$ cat config.mk
export PLATFORM = sky130hd
export DESIGN_NAME = gpl_gpio_top
export DESIGN_NICKNAME = d
export VERILOG_FILES = /design/src/hdl/gpl_pkg.sv /design/src/hdl/gpl_reg_if.sv /design/src/hdl/gpl_axil_slave.sv /design/src/hdl/gpl_gpio_top.sv /design/src/hdl/gpl_lock_seq.sv
export SDC_FILE = /design/constraint.sdc
export NUM_CORES = 1
export LEC_CHECK = 0
export ABC_AREA = 1
export BUFFER_PORTS_ARGS = -buffer_cell sky130_fd_sc_hd__buf_2
export CAP_MARGIN = 10
export CORE_AREA = 4 4 142 144
export CTS_CLUSTER_SIZE = 40
export DETAILED_ROUTE_END_ITERATION = 7
export DIE_AREA = 0 0 146 148
export GPL_ROUTABILITY_DRIVEN = 0
export HOLD_SLACK_MARGIN = 0.03
export PLACE_DENSITY = 0.68
export SETUP_SLACK_MARGIN = 0.5
export SYNTH_ARGS = -nofsm -noshare
export SYNTH_HDL_FRONTEND = slang
export SYNTH_SLANG_ARGS = --single-unit
$ cat constraint.sdc
create_clock -name mclk_in -period 1.78 [get_ports mclk_in]
set_input_delay 0.267 -clock mclk_in [delete_from_list [all_inputs] [get_ports mclk_in]]
set_output_delay 0.267 -clock mclk_in [all_outputs]
set_load 0.1 [all_outputs]
$ cat src/hdl/gpl_pkg.sv
// Constants, types and helpers shared by the port register block
`default_nettype none
package gpl_pkg;
	// ****************
	// Widths
	// ****************
	localparam int ADDR_W = 8;
	localparam int DATA_W = 32;
	localparam int PINS = 8;
	localparam int MODE_W = 2;
	localparam int AF_W = 4;

	// ****************
	// Register offsets
	// ****************
	localparam logic [7:0] OFS_MODE = 8'h00;
	localparam logic [7:0] OFS_OUT_LATCH = 8'h14;
	localparam logic [7:0] OFS_BIT_SET_CLEAR = 8'h18;
	localparam logic [7:0] OFS_CONFIG_LOCK = 8'h1C;
	localparam logic [7:0] OFS_ALT_LOW = 8'h20;

	// ****************
	// Reset values and fields
	// ****************
	localparam logic [15:0] RST_MODE = 16'hFFFF;
	localparam logic [7:0] RST_OUT_LATCH = 8'h00;
	localparam logic [7:0] RST_PIN_LOCK = 8'h00;
	localparam logic [31:0] RST_ALT_LOW = 32'h0000_0000;
	localparam int BSC_SET_LSB = 0;
	localparam int BSC_CLR_LSB = 16;
	localparam int LOCK_KEY_POS = 16;
	localparam logic [1:0] MODE_ALT = 2'h2;
	localparam logic [3:0] STRB_FULL = 4'hF;
	localparam logic [1:0] RESP_OKAY = 2'h0;
	localparam logic [1:0] RESP_SLVERR = 2'h2;

	typedef enum logic [3:0]
	{
		LKS_IDLE = 4'h1,
		LKS_ONE = 4'h2,
		LKS_ZERO = 4'h4,
		LKS_ARMED = 4'h8
	} gpl_lock_state_type;

	// ****************
	// Helpers
	// ****************
	function automatic logic [31:0] gpl_byte_mask(input logic [3:0] strb);
		logic [31:0] m;
		m = 32'h0000_0000;
		for (int i = 0; i < 32; i++)
			m[i] = strb[i / 8];
		return m;
	endfunction : gpl_byte_mask

	// Widens one bit per pin into a mask over that pin's field
	function automatic logic [31:0] gpl_pin_mask(input logic [7:0] pin,
		input int w);
		logic [31:0] m;
		m = 32'h0000_0000;
		for (int i = 0; i < 8; i++)
			for (int j = 0; j < w; j++)
				m[i * w + j] = pin[i];
		return m;
	endfunction : gpl_pin_mask

	function automatic logic gpl_mapped(input logic [7:0] a);
		return a == OFS_MODE || a == OFS_OUT_LATCH ||
			a == OFS_BIT_SET_CLEAR || a == OFS_CONFIG_LOCK ||
			a == OFS_ALT_LOW;
	endfunction : gpl_mapped
endpackage : gpl_pkg
`default_nettype wire

$ cat src/hdl/gpl_reg_if.sv
// Internal register access path between bus slave and register file
`timescale 1ns/1ps
`default_nettype none
interface gpl_reg_if;
	logic wr_en;
	logic [7:0] wr_addr;
	logic [31:0] wr_data;
	logic [3:0] wr_strb;
	logic wr_err;
	logic rd_en;
	logic [7:0] rd_addr;
	logic [31:0] rd_data;
	logic rd_err;
	modport bus (output wr_en, wr_addr, wr_data, wr_strb, rd_en, rd_addr,
		input wr_err, rd_data, rd_err);
	modport regs (input wr_en, wr_addr, wr_data, wr_strb, rd_en, rd_addr,
		output wr_err, rd_data, rd_err);
endinterface : gpl_reg_if
`default_nettype wire

$ cat src/hdl/gpl_axil_slave.sv
// AXI4-Lite slave front end producing single-cycle register strobes
`timescale 1ns/1ps
`default_nettype none
module gpl_axil_slave
	import gpl_pkg::*;
(
	// Clock and reset
	input wire logic mclk_in,
	input wire logic rst_b_in,
	// Write channels
	input wire logic [7:0] awaddr_in,
	input wire logic awvalid_in,
	output logic awready_out,
	input wire logic [31:0] wdata_in,
	input wire logic [3:0] wstrb_in,
	input wire logic wvalid_in,
	output logic wready_out,
	output logic [1:0] bresp_out,
	output logic bvalid_out,
	input wire logic bready_in,
	// Read channels
	input wire logic [7:0] araddr_in,
	input wire logic arvalid_in,
	output logic arready_out,
	output logic [31:0] rdata_out,
	output logic [1:0] rresp_out,
	output logic rvalid_out,
	input wire logic rready_in,
	// Register side
	gpl_reg_if.bus rif
);
	logic aw_full_r;
	logic w_full_r;
	logic [7:0] awaddr_r;
	logic [31:0] wdata_r;
	logic [3:0] wstrb_r;
	logic commit;
	logic ar_hs;

	// Address and data may come in either order; commit once both held
	assign commit = aw_full_r && w_full_r && !bvalid_out;
	assign ar_hs = arvalid_in && arready_out;
	assign rif.wr_en = commit;
	assign rif.wr_addr = awaddr_r;
	assign rif.wr_data = wdata_r;
	assign rif.wr_strb = wstrb_r;
	assign rif.rd_en = ar_hs;
	assign rif.rd_addr = araddr_in;

	always_ff @(posedge mclk_in)
	begin
		if (!rst_b_in)
		begin
			aw_full_r <= 1'b0;
			awready_out <= 1'b0;
			awaddr_r <= 8'h00;
		end
		else if (awvalid_in && awready_out)
		begin
			aw_full_r <= 1'b1;
			awready_out <= 1'b0;
			awaddr_r <= awaddr_in;
		end
		else if (commit)
			aw_full_r <= 1'b0;
		else if (!aw_full_r && !bvalid_out)
			awready_out <= 1'b1;
	end

	always_ff @(posedge mclk_in)
	begin
		if (!rst_b_in)
		begin
			w_full_r <= 1'b0;
			wready_out <= 1'b0;
			wdata_r <= 32'h0000_0000;
			wstrb_r <= 4'h0;
		end
		else if (wvalid_in && wready_out)
		begin
			w_full_r <= 1'b1;
			wready_out <= 1'b0;
			wdata_r <= wdata_in;
			wstrb_r <= wstrb_in;
		end
		else if (commit)
			w_full_r <= 1'b0;
		else if (!w_full_r && !bvalid_out)
			wready_out <= 1'b1;
	end

	always_ff @(posedge mclk_in)
	begin
		if (!rst_b_in)
		begin
			bvalid_out <= 1'b0;
			bresp_out <= RESP_OKAY;
		end
		else if (commit)
		begin
			bvalid_out <= 1'b1;
			bresp_out <= rif.wr_err ? RESP_SLVERR : RESP_OKAY;
		end
		else if (bready_in)
			bvalid_out <= 1'b0;
	end

	// Read data is sampled at the address handshake, one read in flight
	always_ff @(posedge mclk_in)
	begin
		if (!rst_b_in)
		begin
			arready_out <= 1'b0;
			rvalid_out <= 1'b0;
			rdata_out <= 32'h0000_0000;
			rresp_out <= RESP_OKAY;
		end
		else if (ar_hs)
		begin
			arready_out <= 1'b0;
			rvalid_out <= 1'b1;
			rdata_out <= rif.rd_data;
			rresp_out <= rif.rd_err ? RESP_SLVERR : RESP_OKAY;
		end
		else if (rvalid_out && rready_in)
			rvalid_out <= 1'b0;
		else if (!rvalid_out)
			arready_out <= 1'b1;
	end
endmodule : gpl_axil_slave
`default_nettype wire

$ cat src/hdl/gpl_gpio_top.sv
// Output latch, set/clear port, configuration lock and alternate selector
//
// Design decision made here: the AXI4-Lite interface to the registers.
`timescale 1ns/1ps
`default_nettype none
module gpl_gpio_top
	import gpl_pkg::*;
(
	// Clock and reset
	input wire logic mclk_in,
	input wire logic rst_b_in,
	// AXI4-Lite write
	input wire logic [7:0] awaddr_in,
	input wire logic awvalid_in,
	output logic awready_out,
	input wire logic [31:0] wdata_in,
	input wire logic [3:0] wstrb_in,
	input wire logic wvalid_in,
	output logic wready_out,
	output logic [1:0] bresp_out,
	output logic bvalid_out,
	input wire logic bready_in,
	// AXI4-Lite read
	input wire logic [7:0] araddr_in,
	input wire logic arvalid_in,
	output logic arready_out,
	output logic [31:0] rdata_out,
	output logic [1:0] rresp_out,
	output logic rvalid_out,
	input wire logic rready_in,
	// Pin side
	output logic [7:0] out_latch_out,
	output logic [15:0] pin_mode_field_out,
	output logic [31:0] pin_alt_function_code_out,
	output logic [7:0] alt_route_en_out,
	output logic [7:0] pin_lock_bit_out,
	output logic lock_key_bit_out
);
	gpl_reg_if rif ();

	logic [15:0] mode_r;
	logic [31:0] alt_r;
	logic [7:0] lck_r;
	logic lock_key_bit;
	logic [31:0] wmask;
	logic [31:0] frz_mode;
	logic [31:0] frz_alt;
	logic [7:0] set_bits;
	logic [7:0] clr_bits;
	logic wr_mode;
	logic wr_latch;
	logic wr_bsc;
	logic wr_lock;
	logic wr_alt;

	// ****************
	// Bus front end and lock sequence
	// ****************
	gpl_axil_slave u_bus (
		.mclk_in(mclk_in),
		.rst_b_in(rst_b_in),
		.awaddr_in(awaddr_in),
		.awvalid_in(awvalid_in),
		.awready_out(awready_out),
		.wdata_in(wdata_in),
		.wstrb_in(wstrb_in),
		.wvalid_in(wvalid_in),
		.wready_out(wready_out),
		.bresp_out(bresp_out),
		.bvalid_out(bvalid_out),
		.bready_in(bready_in),
		.araddr_in(araddr_in),
		.arvalid_in(arvalid_in),
		.arready_out(arready_out),
		.rdata_out(rdata_out),
		.rresp_out(rresp_out),
		.rvalid_out(rvalid_out),
		.rready_in(rready_in),
		.rif(rif.bus)
	);

	gpl_lock_seq u_lock (
		.mclk_in(mclk_in),
		.rst_b_in(rst_b_in),
		.wr_in(wr_lock),
		.full_word_in(rif.wr_strb == STRB_FULL),
		.key_bit_in(rif.wr_data[LOCK_KEY_POS]),
		.pins_in(rif.wr_data[7:0]),
		.rd_in(rif.rd_en && rif.rd_addr == OFS_CONFIG_LOCK),
		.key_out(lock_key_bit)
	);

	// ****************
	// Write decode
	// ****************
	assign wr_mode = rif.wr_en && rif.wr_addr == OFS_MODE;
	assign wr_latch = rif.wr_en && rif.wr_addr == OFS_OUT_LATCH;
	assign wr_bsc = rif.wr_en && rif.wr_addr == OFS_BIT_SET_CLEAR;
	assign wr_lock = rif.wr_en && rif.wr_addr == OFS_CONFIG_LOCK;
	assign wr_alt = rif.wr_en && rif.wr_addr == OFS_ALT_LOW;
	assign rif.wr_err = !gpl_mapped(rif.wr_addr);
	assign wmask = gpl_byte_mask(rif.wr_strb);
	// Locked fields only freeze once the key is live
	assign frz_mode = lock_key_bit ? gpl_pin_mask(lck_r, MODE_W) : '0;
	assign frz_alt = lock_key_bit ? gpl_pin_mask(lck_r, AF_W) : '0;
	assign set_bits = rif.wr_data[BSC_SET_LSB +: 8] & wmask[7:0];
	assign clr_bits = rif.wr_data[BSC_CLR_LSB +: 8] & wmask[23:16];

	// ****************
	// Registers
	// ****************
	always_ff @(posedge mclk_in)
	begin
		if (!rst_b_in)
			out_latch_out <= RST_OUT_LATCH;
		else if (wr_latch)
			out_latch_out <= (out_latch_out & ~wmask[7:0]) |
				(rif.wr_data[7:0] & wmask[7:0]);
		else if (wr_bsc)
			out_latch_out <= (out_latch_out & ~clr_bits) | set_bits;
	end

	always_ff @(posedge mclk_in)
	begin
		if (!rst_b_in)
			mode_r <= RST_MODE;
		else if (wr_mode)
			mode_r <= (mode_r & (frz_mode[15:0] | ~wmask[15:0])) |
				(rif.wr_data[15:0] & wmask[15:0] & ~frz_mode[15:0]);
	end

	always_ff @(posedge mclk_in)
	begin
		if (!rst_b_in)
			alt_r <= RST_ALT_LOW;
		else if (wr_alt)
			alt_r <= (alt_r & (frz_alt | ~wmask)) |
				(rif.wr_data & wmask & ~frz_alt);
	end

	always_ff @(posedge mclk_in)
	begin
		if (!rst_b_in)
			lck_r <= RST_PIN_LOCK;
		else if (wr_lock && !lock_key_bit && rif.wr_strb[0])
			lck_r <= rif.wr_data[7:0];
	end

	// Route enable lags the mode field by one cycle to stay a flop output
	always_ff @(posedge mclk_in)
	begin
		if (!rst_b_in)
			alt_route_en_out <= 8'h00;
		else
			for (int i = 0; i < PINS; i++)
				alt_route_en_out[i] <=
					mode_r[i * MODE_W +: MODE_W] == MODE_ALT;
	end

	assign pin_mode_field_out = mode_r;
	assign pin_alt_function_code_out = alt_r;
	assign pin_lock_bit_out = lck_r;
	assign lock_key_bit_out = lock_key_bit;

	// ****************
	// Read mux
	// ****************
	always_comb
	begin
		rif.rd_err = !gpl_mapped(rif.rd_addr);
		case (rif.rd_addr)
			OFS_MODE: rif.rd_data = {16'h0000, mode_r};
			OFS_OUT_LATCH: rif.rd_data = {24'h00_0000, out_latch_out};
			OFS_BIT_SET_CLEAR: rif.rd_data = 32'h0000_0000;
			OFS_CONFIG_LOCK:
				rif.rd_data = {15'h0000, lock_key_bit, 8'h00, lck_r};
			OFS_ALT_LOW: rif.rd_data = alt_r;
			default: rif.rd_data = 32'h0000_0000;
		endcase
	end
endmodule : gpl_gpio_top
`default_nettype wire

$ cat src/hdl/gpl_lock_seq.sv
// Keyed write sequence that arms the configuration lock
`timescale 1ns/1ps
`default_nettype none
module gpl_lock_seq
	import gpl_pkg::*;
(
	// Clock and reset
	input wire logic mclk_in,
	input wire logic rst_b_in,
	// Accesses to the lock register
	input wire logic wr_in,
	input wire logic full_word_in,
	input wire logic key_bit_in,
	input wire logic [7:0] pins_in,
	input wire logic rd_in,
	// Key state
	output logic key_out
);
	gpl_lock_state_type state_r;
	gpl_lock_state_type state_nxt;
	logic [7:0] held_r;
	logic ok;

	// Every step must be a full word with the pin bits unchanged
	assign ok = full_word_in && pins_in == held_r;

	always_comb
	begin
		state_nxt = state_r;
		case (state_r)
			LKS_IDLE:
				if (wr_in && full_word_in && key_bit_in)
					state_nxt = LKS_ONE;
			LKS_ONE:
				if (wr_in)
					state_nxt = (ok && !key_bit_in) ? LKS_ZERO : LKS_IDLE;
			LKS_ZERO:
				if (wr_in)
					state_nxt = (ok && key_bit_in) ? LKS_ARMED : LKS_IDLE;
			LKS_ARMED:
				if (wr_in)
					state_nxt = LKS_IDLE;
				else if (rd_in)
					state_nxt = LKS_IDLE;
			default:
				state_nxt = LKS_IDLE;
		endcase
	end

	always_ff @(posedge mclk_in)
	begin
		if (!rst_b_in)
			state_r <= LKS_IDLE;
		else
			state_r <= state_nxt;
	end

	always_ff @(posedge mclk_in)
	begin
		if (!rst_b_in)
			held_r <= RST_PIN_LOCK;
		else if (state_r == LKS_IDLE && wr_in)
			held_r <= pins_in;
	end

	// Key is raised only by the read that ends the sequence
	always_ff @(posedge mclk_in)
	begin
		if (!rst_b_in)
			key_out <= 1'b0;
		else if (state_r == LKS_ARMED && rd_in && !wr_in)
			key_out <= 1'b1;
	end
endmodule : gpl_lock_seq
`default_nettype wire

**Yosys cells after proc, flatten, opt, wreduce, memory -nomap -nowiden**

Index checks and enable logic that the tools add are counted.

- Mux-type cells: 22
- Bitwise operators: 26
- Eq/ne operators: 26
- Reduce and logical (&&, ||, !) cells: 52

Operator list:

| cell | number |
|---|---|
| 32-bit case mux with 4 select lines | 1 |
| 32-bit bitwise AND | 3 |
| 32-bit inverter | 2 |
| 32-bit OR | 2 |
| 16-bit bitwise AND | 3 |
| 8-bit by 5-bit == test with 1-bit output, second input constant | 6 |
| 8-bit bitwise AND | 4 |
| 32-bit 2-to-1 mux | 1 |
| 16-bit inverter | 2 |
| 16-bit OR | 2 |
| 1-bit logical AND | 24 |
| 4-bit 2-to-1 mux | 6 |
| 2-bit == test, second input constant | 8 |
| 8-bit by 6-bit == test with 1-bit output, second input constant | 2 |
| 8-bit zero test | 2 |
| 16-bit 2-to-1 mux | 1 |
| 8-bit 2-to-1 mux | 2 |
| 8-bit inverter | 2 |
| 8-bit OR | 2 |
| 4-bit case mux with 4 select lines | 1 |
| 2-bit nonzero test | 5 |
| 4-bit == test, second input constant | 2 |
| 8-bit == test | 1 |
| 1-bit logical OR | 8 |
| other kinds (13) | 34 |

- Output and inout port bits: 114
- Word-level logic and storage cells: 147
- Flip-flop bits (word level): 172
- Bits of input ports: 59

**Longest topological paths before layout**

Gate-level depths: netlist of the first run.

- Depth in word-level cells: 7
- Mapped depth: 11
- Mapped depth without buffers: 11

**Modules after synthesis**

Synthesis of the first run repeated with hierarchy kept, for this count alone.

- Cells, all modules: 1146
- Area total of the unflattened synthesis: 7848.8 µm²

Modules (own cells, without submodules):

| module | seq. area each (µm²) | area an instance (µm²) | cells each | times used |
|---|---|---|---|---|
| gpl_gpio_top | 1441.4 | 3945.0 | 613 | 1 |
| gpl_axil_slave | 1701.6 | 3041.7 | 384 | 1 |
| gpl_lock_seq | 260.2 | 862.1 | 149 | 1 |

**Worst setup path after synthesis of the first run**

Ideal clock, no wire load.

- Path type: reg-to-reg
- From: register u_lock.key_out
- To: register alt_r[0] (netlist: pin_alt_function_code_out[0])
- Path buffers: 1
- Clock period less this slack: 2047 ps
- Stages on the path, launching flop included: 8
- Setup slack: -267 ps
- Arrival time: 1976 ps
- Required time: 1710 ps
- Setup time: 70 ps
- Cell sequence: dfxtp_1 buf_2 nand2_1 inv_1 o21ai_0 o31ai_1 nand2_1 a21oi_1

- Longest elaborated chain between the ends: 4
- Elaborated cells between the ends (all ways): 6
- Those cells by class: mux (1); bitwise (5)

RTL lines:

| element | RTL line | source |
|---|---|---|
| start: declaration | gpl_lock_seq.sv:17 | `output logic key_out` |
| start signal: assignment | gpl_lock_seq.sv:70 | `key_out <= 1'b0;` |
| start signal: assignment | gpl_lock_seq.sv:72 | `key_out <= 1'b1;` |
| 32-bit 2-to-1 mux * | gpl_gpio_top.sv:105 | `assign frz_alt = lock_key_bit ? gpl_pin_mask(lck_r, AF_W) : '0;` |
| 32-bit OR or 32-bit inverter (tied branches) | gpl_gpio_top.sv:137, gpl_gpio_top.sv:138 |  |
| 32-bit bitwise AND, on equally long branches | gpl_gpio_top.sv:137, gpl_gpio_top.sv:138 |  |
| 32-bit OR * | gpl_gpio_top.sv:137 | `alt_r <= (alt_r & (frz_alt \| ~wmask)) \|` |
| end signal: assignment | gpl_gpio_top.sv:137 |  |
| end: declaration | gpl_gpio_top.sv:42 | `logic [31:0] alt_r;` |

Every way passes the cells marked *; elsewhere a longest branch is shown, timed or not.
A chain may end at the register's enable or synchronous reset.

**Worst setup path in the final report of the first run**

- From: register u_bus.aw_full_r
- To: register mode_r[0] (netlist: pin_mode_field_out[0])

- Longest elaborated chain between the ends: 3

RTL lines:

| element | RTL line | source |
|---|---|---|
| start: declaration | gpl_axil_slave.sv:32 | `logic aw_full_r;` |
| start signal: assignment | gpl_axil_slave.sv:54 | `aw_full_r <= 1'b0;` |
| start signal: assignment | gpl_axil_slave.sv:60 | `aw_full_r <= 1'b1;` |
| start signal: assignment | gpl_axil_slave.sv:65 | `aw_full_r <= 1'b0;` |
| 1-bit logical AND (2 in a row) | gpl_axil_slave.sv:41 | `assign commit = aw_full_r && w_full_r && !bvalid_out;` |
| 1-bit logical AND | gpl_gpio_top.sv:96 | `assign wr_mode = rif.wr_en && rif.wr_addr == OFS_MODE;` |
| end signal: assignment | gpl_gpio_top.sv:128 | `mode_r <= (mode_r & (frz_mode[15:0] \| ~wmask[15:0])) \|` |
| end: declaration | gpl_gpio_top.sv:41 | `logic [15:0] mode_r;` |

No other way between the ends.

==> results of run 1 <==
## worst max-delay path: stages (launching register included)
cell and delay (ns):
sky130_fd_sc_hd__dfxtp_2 0.34, sky130_fd_sc_hd__nand2_1 0.08, sky130_fd_sc_hd__nor2_4 0.12, sky130_fd_sc_hd__buf_4 0.16
sky130_fd_sc_hd__nand3_2 0.16, sky130_fd_sc_hd__nor2_2 0.14, sky130_fd_sc_hd__buf_6 0.17, sky130_fd_sc_hd__nand2_1 0.10
sky130_fd_sc_hd__nand2_1 0.09, sky130_fd_sc_hd__nand3_1 0.09
## area by class of cell
cell class / count / area share [%]
Multi-Input combinational cell: 733 / 33.3
Sequential cell: 170 / 30.2
Timing Repair Buffer: 251 / 26.6
Clock buffer: 24 / 3.87
Inverter: 89 / 2.94
Tap cell: 234 / 2.40
Clock inverter: 8 / 0.770
## routing by layer
layer  share of wire [%]  vias up
li1                    -     3828
met1                  40     3779
met2                  49      360
met3                 7.2       89
met4                 4.1        2
met5               0.026        -
## sequential cells by signal, summed over array words and instances, names as in the netlist, 16 cells and up
name                       count
pin_alt_function_code_out     32
u_bus.rdata_out               32
u_bus.rif.wr_data             32
pin_mode_field_out            16
## worst min path at each step
stage,from,to,slack [ns]
after floorplan,awvalid_in,u_bus.awready_out$_SDFFE_PP0P_,0.35
after global placement,pin_mode_field_out[0]$_SDFFE_PN1P_,alt_route_en_out[0]$_SDFF_PN0_,0.43
after detailed placement,pin_mode_field_out[0]$_SDFFE_PN1P_,alt_route_en_out[0]$_SDFF_PN0_,0.43
after CTS,awaddr_in[4],u_bus.rif.wr_addr[4]$_SDFFE_PN0P_,0.06
after global routing,awaddr_in[4],u_bus.rif.wr_addr[4]$_SDFFE_PN0P_,0.1
final,awaddr_in[4],u_bus.rif.wr_addr[4]$_SDFFE_PN0P_,0.08
## power groups by stage
stage	clock, mW	sequential, mW	combinational (mW)
floorplan	0	4.16	0.686
global placement	0	4.11	1.00
detailed placement	0	4.11	1.01
CTS	3.67	4.00	1.10
global route	3.86	4.00	1.33
finish	3.65	3.99	1.20
## synth_stat cells, types with 3 or more instances
| master | instances |
|---|---|
| sky130_fd_sc_hd__dfxtp_1 | 170 |
| sky130_fd_sc_hd__nand4_1 | 13 |
| sky130_fd_sc_hd__nor2_1 | 111 |
| sky130_fd_sc_hd__clkbuf_1 | 31 |
| sky130_fd_sc_hd__xnor2_1 | 3 |
| sky130_fd_sc_hd__buf_6 | 3 |
| sky130_fd_sc_hd__nor2_4 | 7 |
| sky130_fd_sc_hd__nor2_2 | 4 |
| sky130_fd_sc_hd__nand2_2 | 26 |
| sky130_fd_sc_hd__o21ai_0 | 91 |
| sky130_fd_sc_hd__buf_2 | 8 |
| sky130_fd_sc_hd__nand3_1 | 74 |
| sky130_fd_sc_hd__o22ai_1 | 9 |
| sky130_fd_sc_hd__buf_4 | 5 |
| sky130_fd_sc_hd__o31ai_1 | 25 |
| sky130_fd_sc_hd__inv_2 | 5 |
| sky130_fd_sc_hd__nand2_1 | 278 |
| sky130_fd_sc_hd__nor3_1 | 3 |
| sky130_fd_sc_hd__a21oi_1 | 73 |
| sky130_fd_sc_hd__inv_1 | 82 |
## logic make-up after synthesis
kind of cell | count (synthesis) | synth area share [%]
XOR/XNOR | 4 | 0.470
buffers and inverters | 138 | 7.86
AND/OR/NAND/NOR | 525 | 31.3
other | 1 | 0.0503
AO/OA/AOI/OAI | 202 | 14.7
flip-flops | 170 | 45.7
## what timing repair did
item | 4_1_cts | 5_1_grt
endpoints found under the hold margin | 2 | 0
endpoints found under the setup margin | 198 | 183
cloned | 2 | 1
setup buffers | 21 | 32
resized for setup | 514 | 169
hold buffers | 2 | 0
pin swaps | 41 | 36
## through the flow
step	cells	setup WS [ns]	util [%]	power [mW]	hold WS, ns
floorplan	1041	0.374	-	4.85	0.351
global placement	1419	0.192	47.1	5.11	0.430
detailed placement	1419	0.123	47.1	5.12	0.431
CTS	1476	0.275	60.6	8.77	0.0637
global route	1509	0.131	65.2	9.19	0.0952
finish	1509	0.186	65.2	8.84	0.0783
## placed cells by master (no fill, tap or decap), types with 8 or more instances in the layout
cell	synthesis	routed
sky130_fd_sc_hd__nand2_1	278	225
sky130_fd_sc_hd__buf_12	1	106
sky130_fd_sc_hd__nor2_1	111	104
sky130_fd_sc_hd__o21ai_0	91	77
sky130_fd_sc_hd__inv_1	82	71
sky130_fd_sc_hd__nand3_1	74	67
sky130_fd_sc_hd__dfxtp_2	0	65
sky130_fd_sc_hd__buf_2	8	59
sky130_fd_sc_hd__buf_4	5	58
sky130_fd_sc_hd__dfxtp_4	0	53
sky130_fd_sc_hd__dfxtp_1	170	52
sky130_fd_sc_hd__nand2_2	26	49
sky130_fd_sc_hd__a21oi_1	73	43
sky130_fd_sc_hd__a21oi_2	0	30
sky130_fd_sc_hd__nand2_4	0	29
sky130_fd_sc_hd__o31ai_1	25	23
sky130_fd_sc_hd__clkbuf_16	0	18
sky130_fd_sc_hd__nor2_4	7	14
sky130_fd_sc_hd__nand4_1	13	13
sky130_fd_sc_hd__buf_6	3	13
sky130_fd_sc_hd__buf_8	0	11
sky130_fd_sc_hd__inv_2	5	10
sky130_fd_sc_hd__o21ai_2	0	9
sky130_fd_sc_hd__o22ai_1	9	8
==> reports/results.env, run 1 <==
STATUS='completed'
AVGSYNTHCELLAREA_UM2=7.17
GLOBALROUTEMET3UTIL_PCT=5.06
FILLERINSTANCES=1404
TIMING.HOLD.WORST.CLASS='in2reg'
CELL_INTERNAL_PWR_mW=6.41
INSERTEDDIODECOUNT=0
SYNTH_LARGEST_AREA_CELL='sky130_fd_sc_hd__dfxtp_1'
AREA_ENCLOSED_BY_THE_DIE_BOUNDARY_MM2=0.0216
COREAREA_MM2=0.0187
MAX-CLOCK-PATH-BUFFERS=2
FINAL-SEQ-AREA_MM2=0.00368
CHIPWIDTH_UM=146
POST_LAYOUT_INST_AREA_MM2=0.0122
STATIC-LEAKAGE-POWER_nW=5.39
WORST_EP_ARRIVAL_TIME_NS=1.90
PLACEMENTROWS=50
SWITCHING_SHARE_PCT=27.5
CRIT_PATH_START_KIND='flop'
FIN_SKEW_NS=0.00831
CRITICAL_PATH.REG2REG.ENDPOINT='pin_mode_field_out[0]$_SDFFE_PN1P_'
DETAIL_ROUTE.ITER0.VIOLATIONS=666
DIE_H_UM=148
CRIT_FANOUT=12
VIAS_PER_CELL=5.34
YS_FF_LATCH=170
CAP_VIOLATIONS=0
GLOBALROUTEMET1UTIL_PCT=29.4
CRITPATHKIND='reg2reg'
RSZ0062_AT_GRT='true'
SYNTH_CELL_TYPE_COUNT=35
CRITPATHREQUIREDTIME_NS=2.08
TRITONCTS.NUM_BUFFERS=17
FINAL_LAYOUT_SIZE_SUFFIX_GT1_SHARE_PCT=44.5
FLOW.AREA_GROWTH_FROM_SYNTHESIS_PCT=63.6
REG_TO_REG_CRITICAL_PATH_STARTPOINT='u_bus.aw_full_r$_SDFFE_PN0P_'
ROUTE.DETAILED.WL_PER_INST_UM=17.9
GRT_MAX_DEGREE=41
INITIAL_UTILIZATION_PCT=39.8
SHARE_OF_POWER_BURNED_IN_COMBINATIONAL_LOGIC_PCT=13.6
HTREEDEPTH=4
SYNTHARSTFLOPSHARE_PCT=0
SYNTH_EDF_COUNT=0
VIAS=8058
FINAL-MAX-SLEW-VIOLATION-COUNT=0
GRT_FIRST_PASS_WIRELENGTH_MM=40.2
TRITONCTS='yes'
SYNTH.TOP_CELL.AREA_SHARE_PCT=45.7
HOLDPATHSTAGES=3
MAX_CLOCK_FREQ_MHz=627
CLOCKROOTBUFFER='sky130_fd_sc_hd__clkbuf_16'
NETLIST_TOP_CELLS_AREA='sky130_fd_sc_hd__dfxtp_1 (46%), sky130_fd_sc_hd__nand2_1 (14%), sky130_fd_sc_hd__o21ai_0 (6.1%)'
PLACE.DETAILED.HPWL_MM=16.8
NUM-NETS-FINAL=1321
TOP_FLIP_FLOP_CELL_BY_INSTANCE_COUNT_AFTER_SYNTHESIS='sky130_fd_sc_hd__dfxtp_1'
SWITCHING_POWER_mW=2.43
GLOBALROUTEMET2UTIL_PCT=38.6
IO_BUF_COUNT=170
PLACED_AREA_MM2=0.00881
CLK_PIN_SLEW_WORST_PATHS_NS=0.07
GR_BUSIEST_METAL='met2'
POSTSYNTHCELLCOUNT=1040
YS_SEQ_AREA_SHARE_PCT=45.7
PWR_DENSITY_CELL_mW_PER_MM2=725
YOSYS_WARNINGS=0
DETAIL-ROUTE-ANTENNA-NETS=0
TIMING.SETUP.TNS_NS=0
INITIAL_ANTENNA_VIOLATION_COUNT=1
IRDROPWORSTVDD_mV=0.731
FINAL.PERIOD_UTILIZATION_PCT=89.5
SYNTH.CELL_AREA_MM2=0.00745
REG2REG_SLACK_NS=0.19
WORSTREGTOREGCELLS=9
FINAL-HOLD-VIOLATION-COUNT=0
MULTI_INPUT_COMB_AREA_MM2=0.00405
IO_PINS=173
CRIT_END='pin_mode_field_out[0]$_SDFFE_PN1P_'
GLOBAL_ROUTE_TOTAL_USAGE_ACROSS_EVERY_LAYER_PCT=23.3
P_SEQ_SHARE_PCT=45.1
CLOCK_POWER_SHARE_PCT=41.3
FIRST_GLOBAL_VIAS=7452
GRT-OVFL-TOTAL=0
DRT_DRC_VIOLATIONS_LEFT=0
DETAIL_ROUTE.FIRST_PASS.ITERATIONS=5
WORSTSKEWPAIRLATENCY_NS=0.43
DRT_WL_TOTAL_MM=27.1
TIMING.FINAL.SETUP_VIOLATIONS=0
CTS_NUM_SINKS=170
TIMING.FINAL.CRIT_PERIOD_NS=1.59
SETUP.WORST_PATH.START='u_bus.aw_full_r$_SDFFE_PN0P_'
ENDPOINT_KIND_OF_THE_WORST_SETUP_TIMING_PATH='flop'
(Power assumes the default switching activity.)
==> run 2, diff against run 1 <==
--- a/config.mk
+++ b/config.mk
@@ -6,6 +6,7 @@
 export NUM_CORES = 1
 export LEC_CHECK = 0
 export ABC_AREA = 1
+export ABC_CLOCK_PERIOD_IN_PS = 1800
 export BUFFER_PORTS_ARGS = -buffer_cell sky130_fd_sc_hd__buf_2
 export CAP_MARGIN = 10
 export CORE_AREA = 4 4 142 144
==> constraint.sdc (replaced) <==
create_clock -name mclk_in -period 1.8 [get_ports mclk_in]
set_input_delay 0.27 -clock mclk_in [delete_from_list [all_inputs] [get_ports mclk_in]]
set_output_delay 0.27 -clock mclk_in [all_outputs]
set_load 0.1 [all_outputs]
==> run 2 against run 1 <==
Compared with the run above:
- count of clock-buffer cells in the layout grew 1
- setup slack lost 0.040 ns
- critical path type unchanged
- sequential power is essentially flat
- combinational power grew 9%
- global-route usage grew 0.33 points
- final area grew 0.91%
- worst hold slack is essentially flat
- non-clock buffer count shrank 4
- via count grew 1.9%
==> reports/results.env, run 2 (synthesized netlist as in run 1, its figures left out) <==
STATUS='completed'
REG2REG_SLACK_NS=0.15  # -0.04 ns
NUM-NETS-FINAL=1319  # -0.15%
FIN_SKEW_NS=0.00796  # -0.000353 ns
WORSTSKEWPAIRLATENCY_NS=0.44  # about the same
CRITPATHKIND='reg2reg'
MAX-CLOCK-PATH-BUFFERS=2  # unchanged
CLOCKROOTBUFFER='sky130_fd_sc_hd__clkbuf_16'
REG_TO_REG_CRITICAL_PATH_STARTPOINT='u_bus.rif.wr_addr[5]$_SDFFE_PN0P_'
MIN_DELAY_WORST_ENDPOINT='u_bus.rif.wr_data[26]$_SDFFE_PN0P_'
TRITONCTS.NUM_BUFFERS=17  # unchanged
PLACEMENTROWS=50  # unchanged
IO_PINS=173  # unchanged
MAX_CLOCK_FREQ_MHz=605  # -3.6%
WORST_HOLD_STARTPOINT='wdata_in[26]'
TIMING.HOLD.WORST.CLASS='in2reg'
FIRST_GLOBAL_VIAS=7531  # +1.1%
DIE_H_UM=148  # unchanged
AREA_ENCLOSED_BY_THE_DIE_BOUNDARY_MM2=0.0216  # unchanged
VIAS=8210  # +1.9%
HOLDPATHSTAGES=3  # unchanged
FLOW.AREA_GROWTH_FROM_SYNTHESIS_PCT=65.0
GRT_FIRST_PASS_WIRELENGTH_MM=41.1  # +2.2%
FINAL.PERIOD_UTILIZATION_PCT=91.9  # +2.3 points
CHIPWIDTH_UM=146  # unchanged
RSZ0062_AT_GRT='true'
MOSTFREQUENTLAYOUTCELL='sky130_fd_sc_hd__nand2_1'
TIMING.SETUP.TNS_NS=0  # unchanged
DETAIL-ROUTE-ANTENNA-NETS=0  # unchanged
ENDPOINT_KIND_OF_THE_WORST_SETUP_TIMING_PATH='flop'
CRIT_FANOUT=8  # -4
VIAS_PER_CELL=5.44  # +2.0%
DRT_DRC_VIOLATIONS_LEFT=0  # unchanged
TRITONCTS='yes'
PWR_DENSITY_CELL_mW_PER_MM2=752  # +3.7%
WORSTREGTOREGCELLS=9  # unchanged
DETAIL_ROUTE.FIRST_PASS.ITERATIONS=6  # +1
FINAL-MAX-SLEW-VIOLATION-COUNT=0  # unchanged
TIMING.FINAL.CRIT_PERIOD_NS=1.65  # +0.0595 ns
INITIAL_ANTENNA_VIOLATION_COUNT=1  # unchanged
MOST-COMMON-LAYOUT-CELLS='sky130_fd_sc_hd__nand2_1 (207), sky130_fd_sc_hd__nor2_1 (95), sky130_fd_sc_hd__buf_12 (91), sky130_fd_sc_hd__o21ai_0 (82), sky130_fd_sc_hd__dfxtp_2 (69)'
IRDROPWORSTVDD_mV=0.722  # -1.3%
FILLERINSTANCES=1399  # -0.36%
TIMING.FINAL.SETUP_VIOLATIONS=0  # unchanged
P_TOTAL_mW=9.25  # +4.7%
CTS_NUM_SINKS=170  # unchanged
CRIT_PATH_START_KIND='flop'
GRT_MAX_DEGREE=46  # +12%
FINAL-HOLD-VIOLATION-COUNT=0  # unchanged
INITIAL_UTILIZATION_PCT=39.8  # unchanged
CRITPATHREQUIREDTIME_NS=2.16  # +0.08 ns
WORST_EP_ARRIVAL_TIME_NS=2.01  # +0.11 ns
FINAL_LAYOUT_SIZE_SUFFIX_GT1_SHARE_PCT=46.0  # +1.4 points
GLOBAL_ROUTE_TOTAL_USAGE_ACROSS_EVERY_LAYER_PCT=23.6  # +0.33 points
CAP_VIOLATIONS=0  # unchanged
ROUTE.DETAILED.WL_PER_INST_UM=19.1  # +6.4%
HTREEDEPTH=4  # unchanged
IO_BUF_COUNT=170  # unchanged
DRT_WL_TOTAL_MM=28.8  # +6.3%
CLK_PIN_SLEW_WORST_PATHS_NS=0.07  # about the same
GRT-OVFL-TOTAL=0  # unchanged
COREAREA_MM2=0.0187  # unchanged
DETAIL_ROUTE.ITER0.VIOLATIONS=707  # +6.2%
STATIC-LEAKAGE-POWER_nW=5.28  # -2.0%
PLACE.DETAILED.HPWL_MM=16.7  # -0.18%
CRITICAL_PATH.REG2REG.ENDPOINT='out_latch_out[2]$_SDFFE_PN0P_'
==> run 2: cell count changes in the layout (fill, tap and decap cells not counted), sizes merged <==
cell / before / now
buf: 248 / 244
clkinvlp: 2 / 5
clkbuf: 25 / 26
clkinv: 5 / 4
diode: 0 / 1
inv: 88 / 87
==> run 2: stage by stage <==
stage / utilization (%) / setup slack (ns) / cells / area [um^2] / hold WS [ns]
6_report: 65.8 / 0.147 / 1508 / 12300 / 0.0786
5_1_grt: 65.8 / 0.0886 / 1508 / 12300 / 0.0812
4_1_cts: 60.8 / 0.317 / 1492 / 11400 / 0.0784
3_5_place_dp: 47.1 / 0.0948 / 1420 / 8810 / 0.427
3_3_place_gp: 47.1 / 0.190 / 1420 / 8810 / 0.431
2_1_floorplan: - / 0.392 / 1041 / 7720 / 0.354
==> run 2: how the worst max path moves through the flow <==
stage,from,to,slack [ns],cells after the start
after detailed placement,araddr_in[7],u_bus.rdata_out[4]$_SDFFE_PN0P_,0.09,11
final,u_bus.rif.wr_addr[5]$_SDFFE_PN0P_,out_latch_out[2]$_SDFFE_PN0P_,0.15,9
after global routing,u_bus.rif.wr_addr[5]$_SDFFE_PN0P_,out_latch_out[2]$_SDFFE_PN0P_,0.09,9
after CTS,u_lock.key_out$_SDFFE_PN0P_,lock_key_bit_out,0.32,1
after global placement,araddr_in[7],u_bus.rdata_out[1]$_SDFFE_PN0P_,0.19,11
after floorplan,u_bus.bvalid_out$_SDFFE_PN0P_,pin_mode_field_out[4]$_SDFFE_PN1P_,0.39,7
==> run 2: timing repair <==
| action | CTS | global route |
|---|---|---|
| endpoints found under the setup margin | 189 | 158 |
| resized for setup | 444 | 237 |
| buffers inserted | 31 | 14 |
| endpoints found under the hold margin | 2 | 0 |
| pin swaps | 34 | 16 |
| hold buffers | 2 | 0 |
| cloned | 7 | 1 |
==> run 2: area by class of cell <==
class | count | area (um^2) | area share (%)
repair buffers | 247 | 3210 | 26.1
multi-input cells | 733 | 4110 | 33.4
clock buffers | 25 | 548 | 4.45
clock inverters | 7 | 100 | 0.814
flip-flops and latches | 170 | 3650 | 29.7
inverters | 89 | 359 | 2.92
diodes | 1 | 2.50 | 0.0203
repair inverters | 2 | 23.8 | 0.193
well taps | 234 | 293 | 2.38
==> run 2: routing by layer <==
metal  wire, um  GRT usage (%)
met5          0              0
met1      11200           30.2
met2      13900           39.8
met3       2350           4.63
met4       1360           8.89
==> run 2: critical path: stages (launching register included) <==
cell                      delay, ns
sky130_fd_sc_hd__dfxtp_2       0.32
sky130_fd_sc_hd__inv_2         0.07
sky130_fd_sc_hd__nand2_2       0.06
sky130_fd_sc_hd__nor2_4        0.22
sky130_fd_sc_hd__nand3_2       0.11
sky130_fd_sc_hd__nand2_2       0.08
sky130_fd_sc_hd__nand2_4       0.07
sky130_fd_sc_hd__nor2_4        0.24
sky130_fd_sc_hd__nand2_2       0.17
sky130_fd_sc_hd__a21oi_2       0.22
==> run 2: where the power goes <==
group          switching (mW)  internal [mW]
sequential              0.139           3.84
combinational           0.832          0.476
clock                    1.57           2.40
total                    2.54           6.72
==> run 3, diff against run 2 <==
--- a/config.mk
+++ b/config.mk
@@ -5,14 +5,13 @@
 export SDC_FILE = /design/constraint.sdc
 export NUM_CORES = 1
 export LEC_CHECK = 0
-export ABC_AREA = 1
 export ABC_CLOCK_PERIOD_IN_PS = 1800
 export BUFFER_PORTS_ARGS = -buffer_cell sky130_fd_sc_hd__buf_2
 export CAP_MARGIN = 10
-export CORE_AREA = 4 4 142 144
+export CORE_AREA = 4 4 135 137
 export CTS_CLUSTER_SIZE = 40
 export DETAILED_ROUTE_END_ITERATION = 7
-export DIE_AREA = 0 0 146 148
+export DIE_AREA = 0 0 139 141
 export GPL_ROUTABILITY_DRIVEN = 0
 export HOLD_SLACK_MARGIN = 0.03
 export PLACE_DENSITY = 0.68
==> run 3 against run 2 <==
Compared with the run above:
- the flow now finishes with violations (setup timing)
- cell count decreased by 21%
- non-clock buffer count decreased by 14
- worst hold slack improved by 0.0033 ns
- via count decreased by 24%
- largest power group unchanged
==> reports/results.env, run 3 <==
TIMING.FINAL.CRIT_PERIOD_NS=2.02  # +0.370 ns
COREAREA_MM2=0.0171  # -8.8%
IO_BUF_COUNT=170  # unchanged
NUM-NETS-FINAL=1014  # -23%
CHIPWIDTH_UM=139  # -4.8%
DRT_WL_TOTAL_MM=22.8  # -21%
CLK_PIN_SLEW_WORST_PATHS_NS=0.06  # about the same
SYNTH.CELL_AREA_MM2=0.00671  # -10%
PLACE.DETAILED.HPWL_MM=14.6  # -13%
INITIAL_ANTENNA_VIOLATION_COUNT=0  # -1
FINAL-HOLD-VIOLATION-COUNT=0  # unchanged
SWITCHING_SHARE_PCT=23.8  # -3.6 points
CLOCK_POWER_SHARE_PCT=44.6  # +1.7 points
SYNTH_MOST_COMMON_CELL='sky130_fd_sc_hd__dfxtp_1'
WORST_HOLD_STARTPOINT='wdata_in[2]'
HOLDPATHSTAGES=3  # unchanged
SYNTH_EDF_COUNT=0  # unchanged
CRITPATHREQUIREDTIME_NS=2.09  # -0.07 ns
DRT_DRC_VIOLATIONS_LEFT=0  # unchanged
NETLIST_TOP_CELLS_AREA='sky130_fd_sc_hd__dfxtp_1 (51%), sky130_fd_sc_hd__mux2i_1 (12%), sky130_fd_sc_hd__nand2_1 (9.4%)'
SYNTH_LARGEST_AREA_CELL='sky130_fd_sc_hd__dfxtp_1'
FINISHED_CORE_UTIL_PCT=63.4  # -2.4 points
CELL_INTERNAL_PWR_mW=6.41  # -4.5%
CRITPATHTOPFAMILY='simple AND/OR/NAND/NOR gates'
DETAIL-ROUTE-ANTENNA-NETS=0  # unchanged
REG_TO_REG_CRITICAL_PATH_STARTPOINT='u_bus.rif.wr_addr[7]$_SDFFE_PN0P_'
PLACED_AREA_MM2=0.00813  # -7.8%
GRT_MAX_DEGREE=70  # +52%
ROUTE.DETAILED.WL_PER_INST_UM=19.1  # +0.19%
TRITONCTS.NUM_BUFFERS=17  # unchanged
WORST_EP_ARRIVAL_TIME_NS=2.31  # +0.30 ns
DETAIL_ROUTE.ITER0.VIOLATIONS=410  # -42%
MOSTFREQUENTLAYOUTCELL='sky130_fd_sc_hd__nand2_1'
YS_SEQ_AREA_SHARE_PCT=50.7  # +5.0 points
STATIC-LEAKAGE-POWER_nW=4.52  # -14%
PLACEMENTROWS=48  # -4.0%
IRDROPWORSTVDD_mV=0.658  # -8.8%
AREA_ENCLOSED_BY_THE_DIE_BOUNDARY_MM2=0.0196  # -9.3%
TIMING.SETUP.TNS_NS=-7.37  # -7.37 ns
TOP_FLIP_FLOP_CELL_BY_INSTANCE_COUNT_AFTER_SYNTHESIS='sky130_fd_sc_hd__dfxtp_1'
INSERTEDDIODECOUNT=0  # -1
INITIAL_UTILIZATION_PCT=39.3  # -0.50 points
MULTI_INPUT_COMB_AREA_MM2=0.00338  # -18%
GRT-OVFL-TOTAL=0  # unchanged
IO_PINS=173  # unchanged
CRITICAL_PATH.REG2REG.ENDPOINT='pin_mode_field_out[8]$_SDFFE_PN1P_'
CAP_VIOLATIONS=0  # unchanged
MAX_CLOCK_FREQ_MHz=494  # -18%
VIAS=6232  # -24%
AVGSYNTHCELLAREA_UM2=8.94  # +25%
MAX-CLOCK-PATH-BUFFERS=2  # unchanged
CLOCKROOTBUFFER='sky130_fd_sc_hd__clkbuf_16'
PLACE_WS_NS=-0.183  # -0.278 ns
WORSTPATHBUFFERINVERTERCOUNT=2  # +1
REG2REG_SLACK_NS=-0.22  # -0.37 ns
HTREEDEPTH=4  # unchanged
CTS_NUM_SINKS=170  # unchanged
DETAIL_ROUTE.FIRST_PASS.ITERATIONS=5  # -1
YOSYS_WARNINGS=0  # unchanged
FIRST_GLOBAL_VIAS=6134  # -19%
GLOBAL_ROUTE_TOTAL_USAGE_ACROSS_EVERY_LAYER_PCT=21.8  # -1.9 points
P_SEQ_SHARE_PCT=46.1  # +3.1 points
STATUS='finished with violations'
MOST-COMMON-LAYOUT-CELLS='sky130_fd_sc_hd__nand2_1 (157), sky130_fd_sc_hd__buf_12 (87), sky130_fd_sc_hd__dfxtp_1 (82), sky130_fd_sc_hd__mux2i_1 (81), sky130_fd_sc_hd__dfxtp_2 (73)'
TIMING.HOLD.WORST.CLASS='in2reg'
FILLERINSTANCES=1312  # -6.2%
TRITONCTS='yes'
POSTSYNTHCELLCOUNT=751  # -28%
MIN_DELAY_WORST_ENDPOINT='u_bus.rif.wr_data[2]$_SDFFE_PN0P_'
WORST_PATH_LARGEST_CELL_DELAY_NS=0.58  # +0.26 ns
SYNTH.TOP_CELL.AREA_SHARE_PCT=50.7  # +5.0 points
POST_LAYOUT_INST_AREA_MM2=0.0108  # -12%
SHARE_OF_POWER_BURNED_IN_COMBINATIONAL_LOGIC_PCT=9.3  # -4.8 points
FINAL_LAYOUT_SIZE_SUFFIX_GT1_SHARE_PCT=42.0  # -3.9 points
PWR_DENSITY_CELL_mW_PER_MM2=778  # +3.5%
WORSTSKEWPAIRLATENCY_NS=0.43  # about the same
SYNTH_COMMON_CELLS='sky130_fd_sc_hd__dfxtp_1 (170), sky130_fd_sc_hd__nand2_1 (168), sky130_fd_sc_hd__mux2i_1 (82)'
SYNTHARSTFLOPSHARE_PCT=0  # unchanged
YS_FF_LATCH=170  # unchanged
CRIT_PATH_START_KIND='flop'
DIE_H_UM=141  # -4.7%
FINAL-MAX-SLEW-VIOLATION-COUNT=0  # unchanged
WORSTREGTOREGCELLS=7  # -2
FINAL_CRITICAL_PATH_SETUP_SLACK_NS=-0.223  # -0.370 ns
CRITPATHKIND='reg2reg'
PATH_CELLS='or4_4 > buf_6 > nor4_4 > buf_12 > nand3_4 > mux2i_2 > nand2_1'
GRT_FIRST_PASS_WIRELENGTH_MM=33.7  # -18%
TIMING.FINAL.SETUP_VIOLATIONS=77  # +77
RSZ0062_AT_GRT='true'
SYNTH_CELL_TYPE_COUNT=42  # +20%
FLOW.AREA_GROWTH_FROM_SYNTHESIS_PCT=61.1
CPMAXSTAGEDELAYCELL='sky130_fd_sc_hd__or4_4'
CRIT_FANOUT=8  # unchanged
FIN_SKEW_NS=0.00551  # -0.00244 ns
FINAL.PERIOD_UTILIZATION_PCT=112  # +21 points
FAILING_CHECKS='setup timing'
FINAL-SEQ-AREA_MM2=0.00355  # -2.8%
ENDPOINT_KIND_OF_THE_WORST_SETUP_TIMING_PATH='flop'
SWITCHING_POWER_mW=2.00  # -21%
VIAS_PER_CELL=5.22  # -4.0%
## run 3: changes by cell type in the layout (fill, tap and decap cells not counted), moves of 25 or more
cell / previous run / this run
sky130_fd_sc_hd__dfxtp_1: 57 / 82
sky130_fd_sc_hd__dfxtp_4: 44 / 15
sky130_fd_sc_hd__inv_1: 68 / 8
sky130_fd_sc_hd__mux2i_1: 0 / 81
sky130_fd_sc_hd__nand2_1: 207 / 157
sky130_fd_sc_hd__nand2_2: 64 / 9
sky130_fd_sc_hd__nand2_4: 33 / 2
sky130_fd_sc_hd__nand3_1: 60 / 11
sky130_fd_sc_hd__nor2_1: 95 / 58
sky130_fd_sc_hd__o21ai_0: 82 / 4
## run 3: logic make-up after synthesis
family | Yosys count | share of synthesized area, %
compound gates | 132 | 11.9
xor+xnor | 9 | 1.17
buf+inv | 59 | 3.69
flops | 170 | 50.7
mux | 82 | 12.2
other cells | 1 | 0.0559
simple gates | 298 | 20.2
## run 3: worst register-to-register path: stages, from the launching register on
cell                      delay (ns)
sky130_fd_sc_hd__dfxtp_1        0.31
sky130_fd_sc_hd__or4_4          0.58
sky130_fd_sc_hd__buf_6          0.15
sky130_fd_sc_hd__nor4_4         0.18
sky130_fd_sc_hd__buf_12         0.20
sky130_fd_sc_hd__nand3_4        0.12
sky130_fd_sc_hd__mux2i_2        0.23
sky130_fd_sc_hd__nand2_1        0.12
## run 3: layout make-up
type | instances | area share, %
tap | 225 | 2.60
sequential | 170 | 32.8
clock buffer | 26 | 4.54
inverter | 9 | 0.324
clock inverter | 6 | 1.02
timing repair buffer | 233 | 27.4
multi-input combinational | 524 | 31.3
## run 3: timing repair
item / 4_1_cts / 5_1_grt
resized for setup: 413 / 134
cloned: 2 / 0
setup endpoints to repair: 221 / 173
hold buffers: 0 / 0
setup buffers: 14 / 3
pin swaps: 9 / 6
## run 3: per-layer routing
layer  up-vias  GRT usage [%]  wire, um
met1      2998           27.5      9480
li1       2981              -         -
met2       213           36.9     11500
met3        40           4.65      1220
met4         0           7.72       615
met5         -              0         0
## run 3: power groups by stage
stage | logic (mW) | clock network, mW | registers, mW
CTS | 0.745 | 3.78 | 3.89
detailed placement | 0.671 | 0 | 3.98
floorplan | 0.375 | 0 | 4.04
global route | 0.843 | 3.97 | 3.89
global placement | 0.663 | 0 | 3.97
finish | 0.785 | 3.75 | 3.88
## run 3: worst max-delay path by stage
stage / from / end / cells past startpoint / slack, ns
floorplan: u_bus.rif.wr_addr[7]$_SDFFE_PN0P_ / pin_alt_function_code_out[20]$_SDFFE_PN0P_ / 6 / -0.15
global placement: u_bus.rif.wr_addr[7]$_SDFFE_PN0P_ / out_latch_out[4]$_SDFFE_PN0P_ / 5 / -0.16
detailed placement: u_bus.rif.wr_addr[7]$_SDFFE_PN0P_ / out_latch_out[2]$_SDFFE_PN0P_ / 5 / -0.18
CTS: u_bus.rif.wr_addr[7]$_SDFFE_PN0P_ / out_latch_out[3]$_SDFFE_PN0P_ / 5 / -0.16
global route: u_bus.rif.wr_addr[7]$_SDFFE_PN0P_ / pin_alt_function_code_out[7]$_SDFFE_PN0P_ / 7 / -0.29
finish: u_bus.rif.wr_addr[7]$_SDFFE_PN0P_ / pin_mode_field_out[8]$_SDFFE_PN1P_ / 7 / -0.22
## run 3: per-stage QoR
step,total power [mW],std cells,hold slack (ns)
finish,8.42,1193,0.0820
global route,8.70,1193,0.0827
CTS,8.41,1190,0.0700
detailed placement,4.65,1142,0.437
global placement,4.64,1142,0.431
floorplan,4.41,752,0.406
